===== src/rtl/wwdt_pkg.sv =====
// Purpose: shared constants and types for the windowed watchdog timer
// Assumes: 32-bit classic Wishbone register bus, 10 MHz system clock
// Notes:   register offsets are byte addresses of aligned words
`default_nettype none
package wwdt_pkg;
    // oscillator rate and base timeout periods per prescaler mode
    localparam int unsigned OSC_HZ         = 32000;
    localparam int unsigned PERIOD_5BIT_US = 1000;
    localparam int unsigned PERIOD_7BIT_US = 4000;
    localparam int unsigned PRESC_DIV_5BIT = OSC_HZ * PERIOD_5BIT_US / 1000000;
    localparam int unsigned PRESC_DIV_7BIT = OSC_HZ * PERIOD_7BIT_US / 1000000;
    localparam int unsigned PRESC_W        = 7;
    localparam int unsigned POST_W         = 15;
    localparam int unsigned POST_SEL_W     = 4;
    localparam logic [6:0]  PRESC_LAST_5   = 7'(PRESC_DIV_5BIT - 1);
    localparam logic [6:0]  PRESC_LAST_7   = 7'(PRESC_DIV_7BIT - 1);

    // register byte offsets
    localparam logic [7:0]  ADR_CONFIG     = 8'h00;
    localparam logic [7:0]  ADR_RESET_CTL  = 8'h04;
    localparam logic [7:0]  ADR_STATUS     = 8'h08;

    // watchdog_config_word fields
    localparam int unsigned CFG_POST_LSB   = 0;
    localparam int unsigned CFG_PRESC_BIT  = 4;
    localparam int unsigned CFG_HWEN_BIT   = 5;
    localparam int unsigned CFG_WDIS_BIT   = 6;
    localparam logic [6:0]  CFG_RESET      = 7'h40;

    // reset_control_reg fields
    localparam int unsigned RC_IDLE_BIT    = 2;
    localparam int unsigned RC_SLEEP_BIT   = 3;
    localparam int unsigned RC_TOUT_BIT    = 4;
    localparam int unsigned RC_SWEN_BIT    = 5;

    // status register fields
    localparam int unsigned ST_POST_LSB    = 8;
    localparam int unsigned ST_PWR_LSB     = 24;

    typedef struct packed {
        logic        cyc;
        logic        stb;
        logic        we;
        logic [7:0]  adr;
        logic [3:0]  sel;
        logic [31:0] dat;
    } wwdt_wb_req_t;

    typedef enum logic [2:0] {
        WWDT_RUN   = 3'b001,
        WWDT_SLEEP = 3'b010,
        WWDT_IDLE  = 3'b100
    } wwdt_pwr_t;
endpackage
`default_nettype wire


===== src/rtl/wwdt_top.sv =====
// Purpose: windowed watchdog timer clocked by the low-power rc oscillator
// Assumes: oscillator arrives as a pin and is sampled on clk_i; rst_i is the device reset
// Notes:   all state freezes while ce_i is low
//
// Notes on behaviour
// - watchdog counts oscillator edges; enabling it switches the oscillator on
// - prescaler divides by 32 or 128 per prescale_select
// - with a 32 kHz source base periods are 1 ms and 4 ms
// - four-bit postscale_select picks a ratio from 1:1 to 1:32768
// - reset, clock switch, power save, wake and clear zero all counters
// - enabled watchdog keeps counting in sleep and idle
// - timeout in sleep or idle wakes the core instead of resetting
// - sleep and idle status bits stay set until software clears them
// - hardware enable forces the watchdog on regardless of software enable
// - without hardware enable the watchdog runs only while software enable is set
// - every device reset clears software enable
// - with window enabled an early clear causes a watchdog reset
// - timeout flag stays set until software writes it clear
//
// Decided for this implementation: register access over Wishbone and the placing of the registers.
`timescale 1ns/1ps
`default_nettype none
module wwdt_top
    import wwdt_pkg::*;
(
    input  wire logic         clk_i,
    input  wire logic         rst_i,
    input  wire logic         ce_i,
    input  wire wwdt_wb_req_t wb_req_i,
    output logic              wb_ack_o,
    output logic [31:0]       wb_dat_o,
    input  wire logic         low_power_rc_osc_i,
    output logic              low_power_rc_osc_en_o,
    input  wire logic         watchdog_clear_instr_i,
    input  wire logic         power_save_instr_i,
    input  wire logic         power_save_idle_i,
    input  wire logic         clock_switch_done_i,
    input  wire logic         wake_event_i,
    output logic              watchdog_reset_o,
    output logic              watchdog_wake_o
);
    // postscaler terminal count for a ratio of 2**sel
    function automatic logic [POST_W-1:0] post_last_of(input logic [POST_SEL_W-1:0] sel);
        logic [POST_W:0] ratio;
        ratio = (POST_W+1)'(1) << sel;
        return POST_W'(ratio - (POST_W+1)'(1));
    endfunction

    logic [6:0]           cfg;
    logic                 sw_watchdog_enable;
    logic                 watchdog_timeout_flag;
    logic                 sleep_flag;
    logic                 idle_flag;
    logic [PRESC_W-1:0]   presc_cnt;
    logic [POST_W-1:0]    post_cnt;
    logic                 osc_meta;
    logic                 osc_sync;
    logic                 osc_prev;
    wwdt_pwr_t            pwr;
    wwdt_pwr_t            next_pwr;
    logic                 ack;
    logic [31:0]          rdata;

    // configuration fields
    wire [POST_SEL_W-1:0] postscale_select   = cfg[CFG_POST_LSB +: POST_SEL_W];
    wire                  prescale_select    = cfg[CFG_PRESC_BIT];
    wire                  hw_watchdog_enable = cfg[CFG_HWEN_BIT];
    wire                  window_disable     = cfg[CFG_WDIS_BIT];

    // enable and oscillator request
    wire wdt_enable = hw_watchdog_enable | sw_watchdog_enable;
    assign low_power_rc_osc_en_o = wdt_enable;

    // one counting edge per oscillator rising edge, taken after the synchroniser
    wire osc_tick = osc_sync & ~osc_prev;

    // prescaler and postscaler terminal detection
    wire [PRESC_W-1:0] presc_last = prescale_select ? PRESC_LAST_7 : PRESC_LAST_5;
    wire [POST_W-1:0]  post_last  = post_last_of(postscale_select);
    wire presc_wrap = osc_tick & (presc_cnt == presc_last);
    wire timeout    = wdt_enable & presc_wrap & (post_cnt == post_last);

    // window: elapsed oscillator edges against three quarters of the period
    wire [24:0] elapsed = prescale_select ? {3'h0, post_cnt, presc_cnt}
                                          : {5'h00, post_cnt, presc_cnt[4:0]};
    wire [24:0] total   = prescale_select ? {2'h0, 16'(post_last) + 16'h0001, 7'h00}
                                          : {4'h0, 16'(post_last) + 16'h0001, 5'h00};
    wire        early   = ({elapsed[22:0], 2'b00}) < (total + {total[23:0], 1'b0});

    // instruction decode; instructions only execute while the core runs
    wire running    = (pwr == WWDT_RUN);
    wire clr_instr  = running & watchdog_clear_instr_i;
    wire early_clr  = clr_instr & wdt_enable & ~window_disable & early;
    wire sleep_in   = running & power_save_instr_i;
    wire wake_ext   = ~running & wake_event_i;
    wire wake_wdt   = ~running & timeout;
    wire run_reset  = running & timeout;

    // bus decode; a write lands on the edge at which the master sees ack
    wire req        = wb_req_i.cyc & wb_req_i.stb;
    wire wr_low     = req & wb_req_i.we & ack & wb_req_i.sel[0];
    wire wr_cfg     = wr_low & (wb_req_i.adr == ADR_CONFIG);
    wire wr_rc      = wr_low & (wb_req_i.adr == ADR_RESET_CTL);
    wire [31:0] rc_word = {26'h0, sw_watchdog_enable, watchdog_timeout_flag, sleep_flag, idle_flag, 2'b00};
    wire [31:0] st_word = {5'h00, pwr, 1'b0, post_cnt, 1'b0, presc_cnt};
    wire [31:0] rd_mux  = (wb_req_i.adr == ADR_CONFIG)    ? {25'h0, cfg}
                        : (wb_req_i.adr == ADR_RESET_CTL) ? rc_word
                        : (wb_req_i.adr == ADR_STATUS)    ? st_word : 32'h0;
    assign wb_ack_o = ack;
    assign wb_dat_o = rdata;

    // every clear source; a config load counts too, so a smaller ratio cannot strand the count
    wire cnt_clear  = clock_switch_done_i | sleep_in | wake_ext | wake_wdt | clr_instr
                    | timeout | ~wdt_enable | wr_cfg;

    // power state sequencing
    always_comb
    begin
        next_pwr = pwr;
        case (pwr)
            WWDT_RUN:   if (sleep_in) next_pwr = power_save_idle_i ? WWDT_IDLE : WWDT_SLEEP;
            WWDT_SLEEP: if (wake_wdt | wake_ext) next_pwr = WWDT_RUN;
            WWDT_IDLE:  if (wake_wdt | wake_ext) next_pwr = WWDT_RUN;
            default:    next_pwr = WWDT_RUN;
        endcase
    end

    // oscillator synchroniser; the first stage feeds only the second
    always_ff @(posedge clk_i)
    begin
        if (rst_i)
        begin
            osc_meta <= 1'b0;
            osc_sync <= 1'b0;
            osc_prev <= 1'b0;
        end
        else if (ce_i)
        begin
            osc_meta <= low_power_rc_osc_i;
            osc_sync <= osc_meta;
            osc_prev <= osc_sync;
        end
    end

    // prescaler and postscaler; any clear source wins over counting
    always_ff @(posedge clk_i)
    begin
        if (rst_i)
        begin
            presc_cnt <= '0;
            post_cnt  <= '0;
        end
        else if (ce_i)
        begin
            if (cnt_clear)
            begin
                presc_cnt <= '0;
                post_cnt  <= '0;
            end
            else if (presc_wrap)
            begin
                presc_cnt <= '0;
                post_cnt  <= post_cnt + POST_W'(1);
            end
            else if (osc_tick)
                presc_cnt <= presc_cnt + PRESC_W'(1);
        end
    end

    // power state, event pulses and bus handshake
    always_ff @(posedge clk_i)
    begin
        if (rst_i)
        begin
            pwr              <= WWDT_RUN;
            watchdog_reset_o <= 1'b0;
            watchdog_wake_o  <= 1'b0;
            ack              <= 1'b0;
            rdata            <= 32'h0;
        end
        else if (ce_i)
        begin
            pwr              <= next_pwr;
            watchdog_reset_o <= run_reset | early_clr;
            watchdog_wake_o  <= wake_wdt;
            ack              <= req & ~ack;
            rdata            <= rd_mux;
        end
    end

    // configuration word; it stands for the fuse bits, so software may load it
    always_ff @(posedge clk_i)
    begin
        if (rst_i)
            cfg <= CFG_RESET;
        else if (ce_i && wr_cfg)
            cfg <= wb_req_i.dat[6:0];
    end

    // reset-control bits; a hardware set in the same cycle as a write wins
    always_ff @(posedge clk_i)
    begin
        if (rst_i)
        begin
            sw_watchdog_enable    <= 1'b0;
            watchdog_timeout_flag <= 1'b0;
            sleep_flag            <= 1'b0;
            idle_flag             <= 1'b0;
        end
        else if (ce_i)
        begin
            if (wr_rc)
                sw_watchdog_enable <= wb_req_i.dat[RC_SWEN_BIT];
            watchdog_timeout_flag <= timeout | early_clr
                                   | (wr_rc ? wb_req_i.dat[RC_TOUT_BIT] : watchdog_timeout_flag);
            sleep_flag <= (sleep_in & ~power_save_idle_i)
                        | (wr_rc ? wb_req_i.dat[RC_SLEEP_BIT] : sleep_flag);
            idle_flag  <= (sleep_in & power_save_idle_i)
                        | (wr_rc ? wb_req_i.dat[RC_IDLE_BIT] : idle_flag);
        end
    end
endmodule // wwdt_top
`default_nettype wire


===== config.mk =====
export PLATFORM = sky130hd
export DESIGN_NAME = wwdt_top
export DESIGN_NICKNAME = d
export VERILOG_FILES = /design/src/rtl/wwdt_pkg.sv /design/src/rtl/wwdt_top.sv
export SDC_FILE = /design/constraint.sdc
export NUM_CORES = 1
export LEC_CHECK = 0
export ABC_AREA = 1
export BUFFER_PORTS_ARGS = -buffer_cell sky130_fd_sc_hd__buf_2
export CAP_MARGIN = 30
export CORE_MARGIN = 3
export CORE_UTILIZATION = 60
export DETAILED_ROUTE_END_ITERATION = 12
export GPL_ROUTABILITY_DRIVEN = 0
export GPL_TIMING_DRIVEN = 0
export PLACE_DENSITY = 0.92
export SETUP_SLACK_MARGIN = 0.2
export SLEW_MARGIN = 10
export SYNTH_ARGS = -nofsm -noshare
export SYNTH_HDL_FRONTEND = slang
export SYNTH_SLANG_ARGS = --single-unit
export TNS_END_PERCENT = 50

===== constraint.sdc =====
create_clock -name clk_i -period 14.55 [get_ports clk_i]
set_input_delay 4.365 -clock clk_i [delete_from_list [all_inputs] [get_ports clk_i]]
set_output_delay 4.365 -clock clk_i [all_outputs]
set_load 0.05 [all_outputs]

== Yosys cells after proc, flatten, opt, wreduce, memory -nomap -nowiden ==
Index checks and enable logic that the tools add are counted.

* Add/subtract/negate cells: 5
* $lt $le $gt $ge: 1
* Equality and inequality tests: 9
* Shifts and indexed selects: 1
* Multiplexer cells: 18
* Bitwise gates (word level): 41
* Reduce and logical (&&, ||, !) cells: 9

{| class="wikitable"
|+ Operators with widths
! kind !! count
|-
| $mux 27 || 3
|-
| $mux 15 || 2
|-
| $mux 7 || 4
|-
| $add 23x24->25 || 1
|-
| $lt 24x25->1 || 1
|-
| $mux 23 || 1
|-
| $mux 22 || 1
|-
| $and 1x1->1 || 21
|-
| $add 15x1->16 const B || 1
|-
| $add 15x1->15 const B || 1
|-
| $eq 15x15->1 || 1
|-
| $shl 1x4->15 const A || 1
|-
| $sub 15x1->15 const B || 1
|-
| $or 1x1->1 || 14
|-
| $mux 3 || 3
|-
| $eq 8x3->1 const B || 1
|-
| $eq 8x4->1 const B || 1
|-
| $logic_not 8->1 || 1
|-
| $add 7x1->7 const B || 1
|-
| $eq 7x7->1 || 1
|-
| $not 1->1 || 6
|-
| $pmux 3 s2 || 1
|-
| $reduce_and 2->1 || 3
|-
| $ne 2x1->1 const B || 2
|-
| 9 further kinds || 11
|}

* Bits in registers: 74
* Input port bits: 56

== Longest topological paths before layout ==
* Depth in word-level cells: 13
* Gate-level depth with buffers: 41

== Least setup slack after synthesis ==
No wires, ideal clock.

* Kind: input -> register
* Start point: in wb_req_i[41] in the netlist's numbering
* End point: reg presc_cnt[6]
* Library setup time: 0.137 ns
* Arrival time: 5.808 ns
* Data required time: 14.413 ns
* Path slack: 8.605 ns
* Stages on the path: 9
* Buffers on the path: 1
* Cell sequence: nor4_1 nand4_1 nor2_1 a2111oi_2 nand2_2 buf_2 nor2_1 nand3_1 a21oi_1

* Longest elaborated chain between the ends: 5
* Elaborated cells on any way between the ends: 6
* Classes of those cells: 1 x mux; 2 x bitwise; 3 x reduce/logical

{| class="wikitable"
|+ RTL lines
! what !! line !! text
|-
| start: declaration || wwdt_top.sv:29 || <nowiki>input wire wwdt_wb_req_t wb_req_i,</nowiki>
|-
| $logic_not 8->1 (*) || wwdt_top.sv:102 || <nowiki>wire wr_cfg = wr_low & (wb_req_i.adr == ADR_CONFIG);</nowiki>
|-
| $and 1x1->1 (*) || wwdt_top.sv:102 ||
|-
| $or 1x1->1 (*) || wwdt_top.sv:114 || <nowiki>| timeout | ~wdt_enable | wr_cfg;</nowiki>
|-
| $reduce_bool 3->1 (no source line) || n/a ||
|-
| $reduce_and 2->1 (no source line) || n/a ||
|-
| end signal: assignment || wwdt_top.sv:166 || <nowiki>presc_cnt <= presc_cnt + PRESC_W'(1);</nowiki>
|-
| end: declaration || wwdt_top.sv:54 || <nowiki>logic [PRESC_W-1:0] presc_cnt;</nowiki>
|}

Every way passes the cells marked *; elsewhere a longest branch is shown, timed or not.
A chain may end at the register's enable or synchronous reset.

== Final worst setup path ==
* Start point: in wb_req_i[41] in the netlist's numbering
* End point: reg rdata[16] (netlist: wb_dat_o[16])

* Longest elaborated chain between the ends: 4
* Elaborated cells on any way between the ends: 6
* Classes of those cells: 2 x eq/ne; 3 x mux; 1 x reduce/logical

{| class="wikitable"
|+ RTL lines
! what !! line !! text
|-
| $eq 8x4->1 || wwdt_top.sv:108 || <nowiki>: (wb_req_i.adr == ADR_STATUS) ? st_word : 32'h0;</nowiki>
|-
| $mux 27 || wwdt_top.sv:108 ||
|-
| $mux 27 || wwdt_top.sv:107 || <nowiki>: (wb_req_i.adr == ADR_RESET_CTL) ? rc_word</nowiki>
|-
| $mux 27 (*) || wwdt_top.sv:106 || <nowiki>wire [31:0] rd_mux = (wb_req_i.adr == ADR_CONFIG) ? {25'h0, cfg}</nowiki>
|-
| end signal: assignment || wwdt_top.sv:187 || <nowiki>rdata <= rd_mux;</nowiki>
|-
| end: declaration || wwdt_top.sv:62 || <nowiki>logic [31:0] rdata;</nowiki>
|}

Marked as above.

==> results.md <==
- Mapped Cells: between 800 and 900
- Post-Syn Area: 0.00565 mm²
- Worst slew margin: 0.562
- Flop pwr share: 0.501
- Sw frac: 0.303
- Commonest cells in the netlist: 215 x nand2_1, 98 x inv_1, 74 x a21oi_1
- P_leak: roughly 2.7 nW
- Routed wire length: about 15,000 µm
- Dpl cells: between 1,000 and 1,500
- Root Buffer Master: clkbuf_8
- Final setup TNS: 0 ns
- DR iter-0 viols: 637
- Vias: between 6,000 and 7,000
- Layout overhead on the synthesized area: 10.8%
- Vias in the first global route: about 5,500
- Fin cells: approximately 1,100
- Primary FF master, synth: dfxtp_1
- Worst R2R Setup Slack: just under 9 ns
- Final slew viol count: 0
- Wire per inst: ~14 µm
- Num Clock Sinks: between 60 and 70
- Count leader, synth: nand2_1
- Xor-xnor portion of the synthesized cell area: 0.0682
- Worst setup SP type: primary input
- Clock power frac: 0.394
- Placement Setup Slack: about 8 ns
- Remaining antenna violation count after routing: 0
- Global-route usage over all layers: 0.290
- CTS tree: yes
- Total congestion overflow: 0
- Critical path's top delay family: simple AND/OR/NAND/NOR gates
- Largest cells by area after synthesis: dfxtp_1 24%, nand2_1 14%, ha_1 8.9%, a21oi_1 6.6%, inv_1 6.5%
- Yosys cell types: 47
- IO buf count: 54
- Min setup slack post-route: 8.13 ns
- RSZ-0062 raised after global routing: false
- Yosys top cell by area: dfxtp_1
- Max Freq: ~160 MHz
- Slowest Stage Delay on Critical Path: 0.51 ns
- P_sw: between 0.1 and 0.15 mW
- Actual slew at the worst max-slew pin: 0.651 ns
- Compound-Gate Fraction of Synth Area: 0.165
- Pwr Density: 60.1 mW/mm²
- Rows: 34
- Yosys top cell area share: 0.237
- Initial Util: 0.632
- Number of flops mapped to enable cells by yosys: 0
- Post-route cell area: about 0.0063 mm²
- Maximum buffer depth of the clock tree: 2
- Post-DP Area: 0.00608 mm²
- Die Span Y: 103 µm
- Post-Synth Adder-Cell Area: 0.0921
- Crit Path Class: in2reg
- Worst Hold Class: reg2reg
- Nets@finish: 1,048
- Crit path buf inv count: 4
- Synthesis-stage register bit count: 67
- Main combinational cell family by area after synthesis: simple AND/OR/NAND/NOR gates
- Post-Synth Simple-Gate Area: 0.322
- Crit-path slowest cell: nor4_1
- Syn. warnings: 0
- CP Max Fanout: 10
- Ys async rst share: 0
- Final Skew: ~0.0094 ns
- # diodes: 0
- CTS buffer count: 9
- Ports: 92
- Post-DP HPWL: roughly 12,000 µm
- Die Wd: roughly 100 µm
- Maximum vdd drop: about 0.074 mV
- Status: finished, final reports clean
- Average size of a mapped cell: approximately 6.4 µm²
- Worst skew pair latency: about 0.36 ns
- Worst EP required: approximately 15 ns
- Comb pwr share: 0.105
- Arrival time at the worst endpoint: between 6 and 7 ns
- Max cap viols: 0
- Drt pass-1 iters: 5
- Layout filler cell count: 740
- Internal cell power: between 0.2 and 0.3 mW
- Setup crit end kind: flip-flop
- Register area share after synthesis: 0.237
- Avg Vias per Cell: between 5 and 6
- First-pass GRT wire length: ~25,000 µm
- Post-CTS Setup Bufs: 0
- Placeable Area: slightly below 0.009 mm²
- Clock Pin Slew Worst Setup and Hold Paths: 0.09 ns
- Post-CTS sizing: 0
- Initial antenna violation count: 0
- Mux cell area share after synthesis: 0.00177
- Final hold violations: 0
- Largest net degree at the start of global routing: 15
- Finish-stage setup viols: 0
- Total Power: ~0.38 mW
- Critical Path, Cell by Cell: buf_2, nor4_1, inv_1, nor4_1, clkbuf_1, clkbuf_1, nand3_1, a21oi_1
- Share of cells above drive strength 1: 0.136
- H-tree depth: 3
- Fin crit share: 0.441
- Final worst path period need: between 6 and 7 ns
- DRC: 0
- Die ar.: approximately 0.011 mm²
- Cts hold-fix bufs: 0
==> path summary, 6_finish.rpt <==
| kind | from | to | cells past startpoint |
|---|---|---|---|
| setup / recovery | wb_req_i[41] | wb_dat_o[16] | 8 |
| hold / removal | wb_dat_o[5] | wb_dat_o[5] | 2 |
| hold reg to reg | wb_dat_o[5] | wb_dat_o[5] | 2 |
| setup reg to reg | cfg[2] | watchdog_reset_o | 40 |
==> kinds of logic after synthesis <==
kind of cell	after synthesis
DFF	67
buffers and inverters	151
muxes	1
AOI/OAI and AO/OA	164
xor gates and xnor gates	44
adders and majority gates	41
and+or+nand+nor	411
other	1
==> metal layers <==
metal | wire length, µm | vias to the layer above | track usage
met2 | 6980 | 323 | 0.488
met4 | 557 | 0 | 0.108
met3 | 1290 | 55 | 0.0521
met1 | 6330 | 2712 | 0.369
li1 | - | 3005 | -
met5 | 0 | - | 0
==> worst register-to-register path, delay by kind of cell, from the launching register on <==
| family | cells | cell delay (ns) |
|---|---|---|
| adders and majority gates | 3 | 0.93 |
| AOI/OAI and AO/OA | 6 | 0.72 |
| buffers and inverters | 6 | 0.62 |
| muxes | 1 | 0.26 |
| xor gates and xnor gates | 1 | 0.09 |
| and+or+nand+nor | 23 | 2.84 |
| DFF | 1 | 0.33 |
==> sequential cells by signal, indices dropped and copies added, names as in the netlist, 3 cells and up <==
register	cells
wb_dat_o	25
post_cnt	15
cfg	7
presc_cnt	7
pwr	3
==> cell type report <==
| type | count | area, µm² | share of cell area |
|---|---|---|---|
| multi-input combinational | 668 | 3690 | 0.590 |
| sequential | 67 | 1340 | 0.214 |
| inverter | 106 | 398 | 0.0635 |
| timing repair buffer | 54 | 270 | 0.0432 |
| buffer | 45 | 241 | 0.0386 |
| tap | 108 | 135 | 0.0216 |
| clock buffer | 9 | 124 | 0.0198 |
| clock inverter | 7 | 60.1 | 0.00959 |
==> per-stage QoR <==
step / hold slack (ns) / util
after global placement: 0.452 / 0.680
after global routing: 0.492 / 0.701
after floorplan: 0.444 / -
after CTS: 0.465 / 0.701
final: 0.463 / 0.701
after detailed placement: 0.453 / 0.680
==> power by group through the flow <==
stage / Clock, mW / Sequential (mW) / Combinational, mW
final: 0.148 / 0.189 / 0.0396
after global routing: 0.158 / 0.189 / 0.0428
after CTS: 0.149 / 0.189 / 0.0387
after floorplan: 0 / 0.195 / 0.0244
after global placement: 0 / 0.193 / 0.0378
after detailed placement: 0 / 0.193 / 0.0384
==> layout by cell type, fill, tap and decap left out, types with 2 or more instances in the layout <==
master and n:
inv_2 7, buf_4 12, nor4_1 7, a31oi_1 5, ha_1 40, xor2_1 38
or2_2 2, buf_1 3, clkbuf_8 9, o21a_1 3, a21oi_2 8, a21oi_1 74
inv_6 3, inv_1 98, nand2_1 215, dfxtp_1 67, nor3_1 15, buf_2 55
a211oi_1 3, o21bai_1 2, conb_1 7, o221ai_1 4, xnor2_1 6, nand3b_1 3
nand4_1 7, nor2_1 70, o211ai_1 8, clkinvlp_4 3, buf_6 2, nand3_2 6
nor2_2 5, o21ai_0 50, nand2_2 7, nand3_1 66, o21ai_1 3, o21ai_2 2
clkbuf_1 26, nor2_4 2
Power figures use the tool's default switching activity.
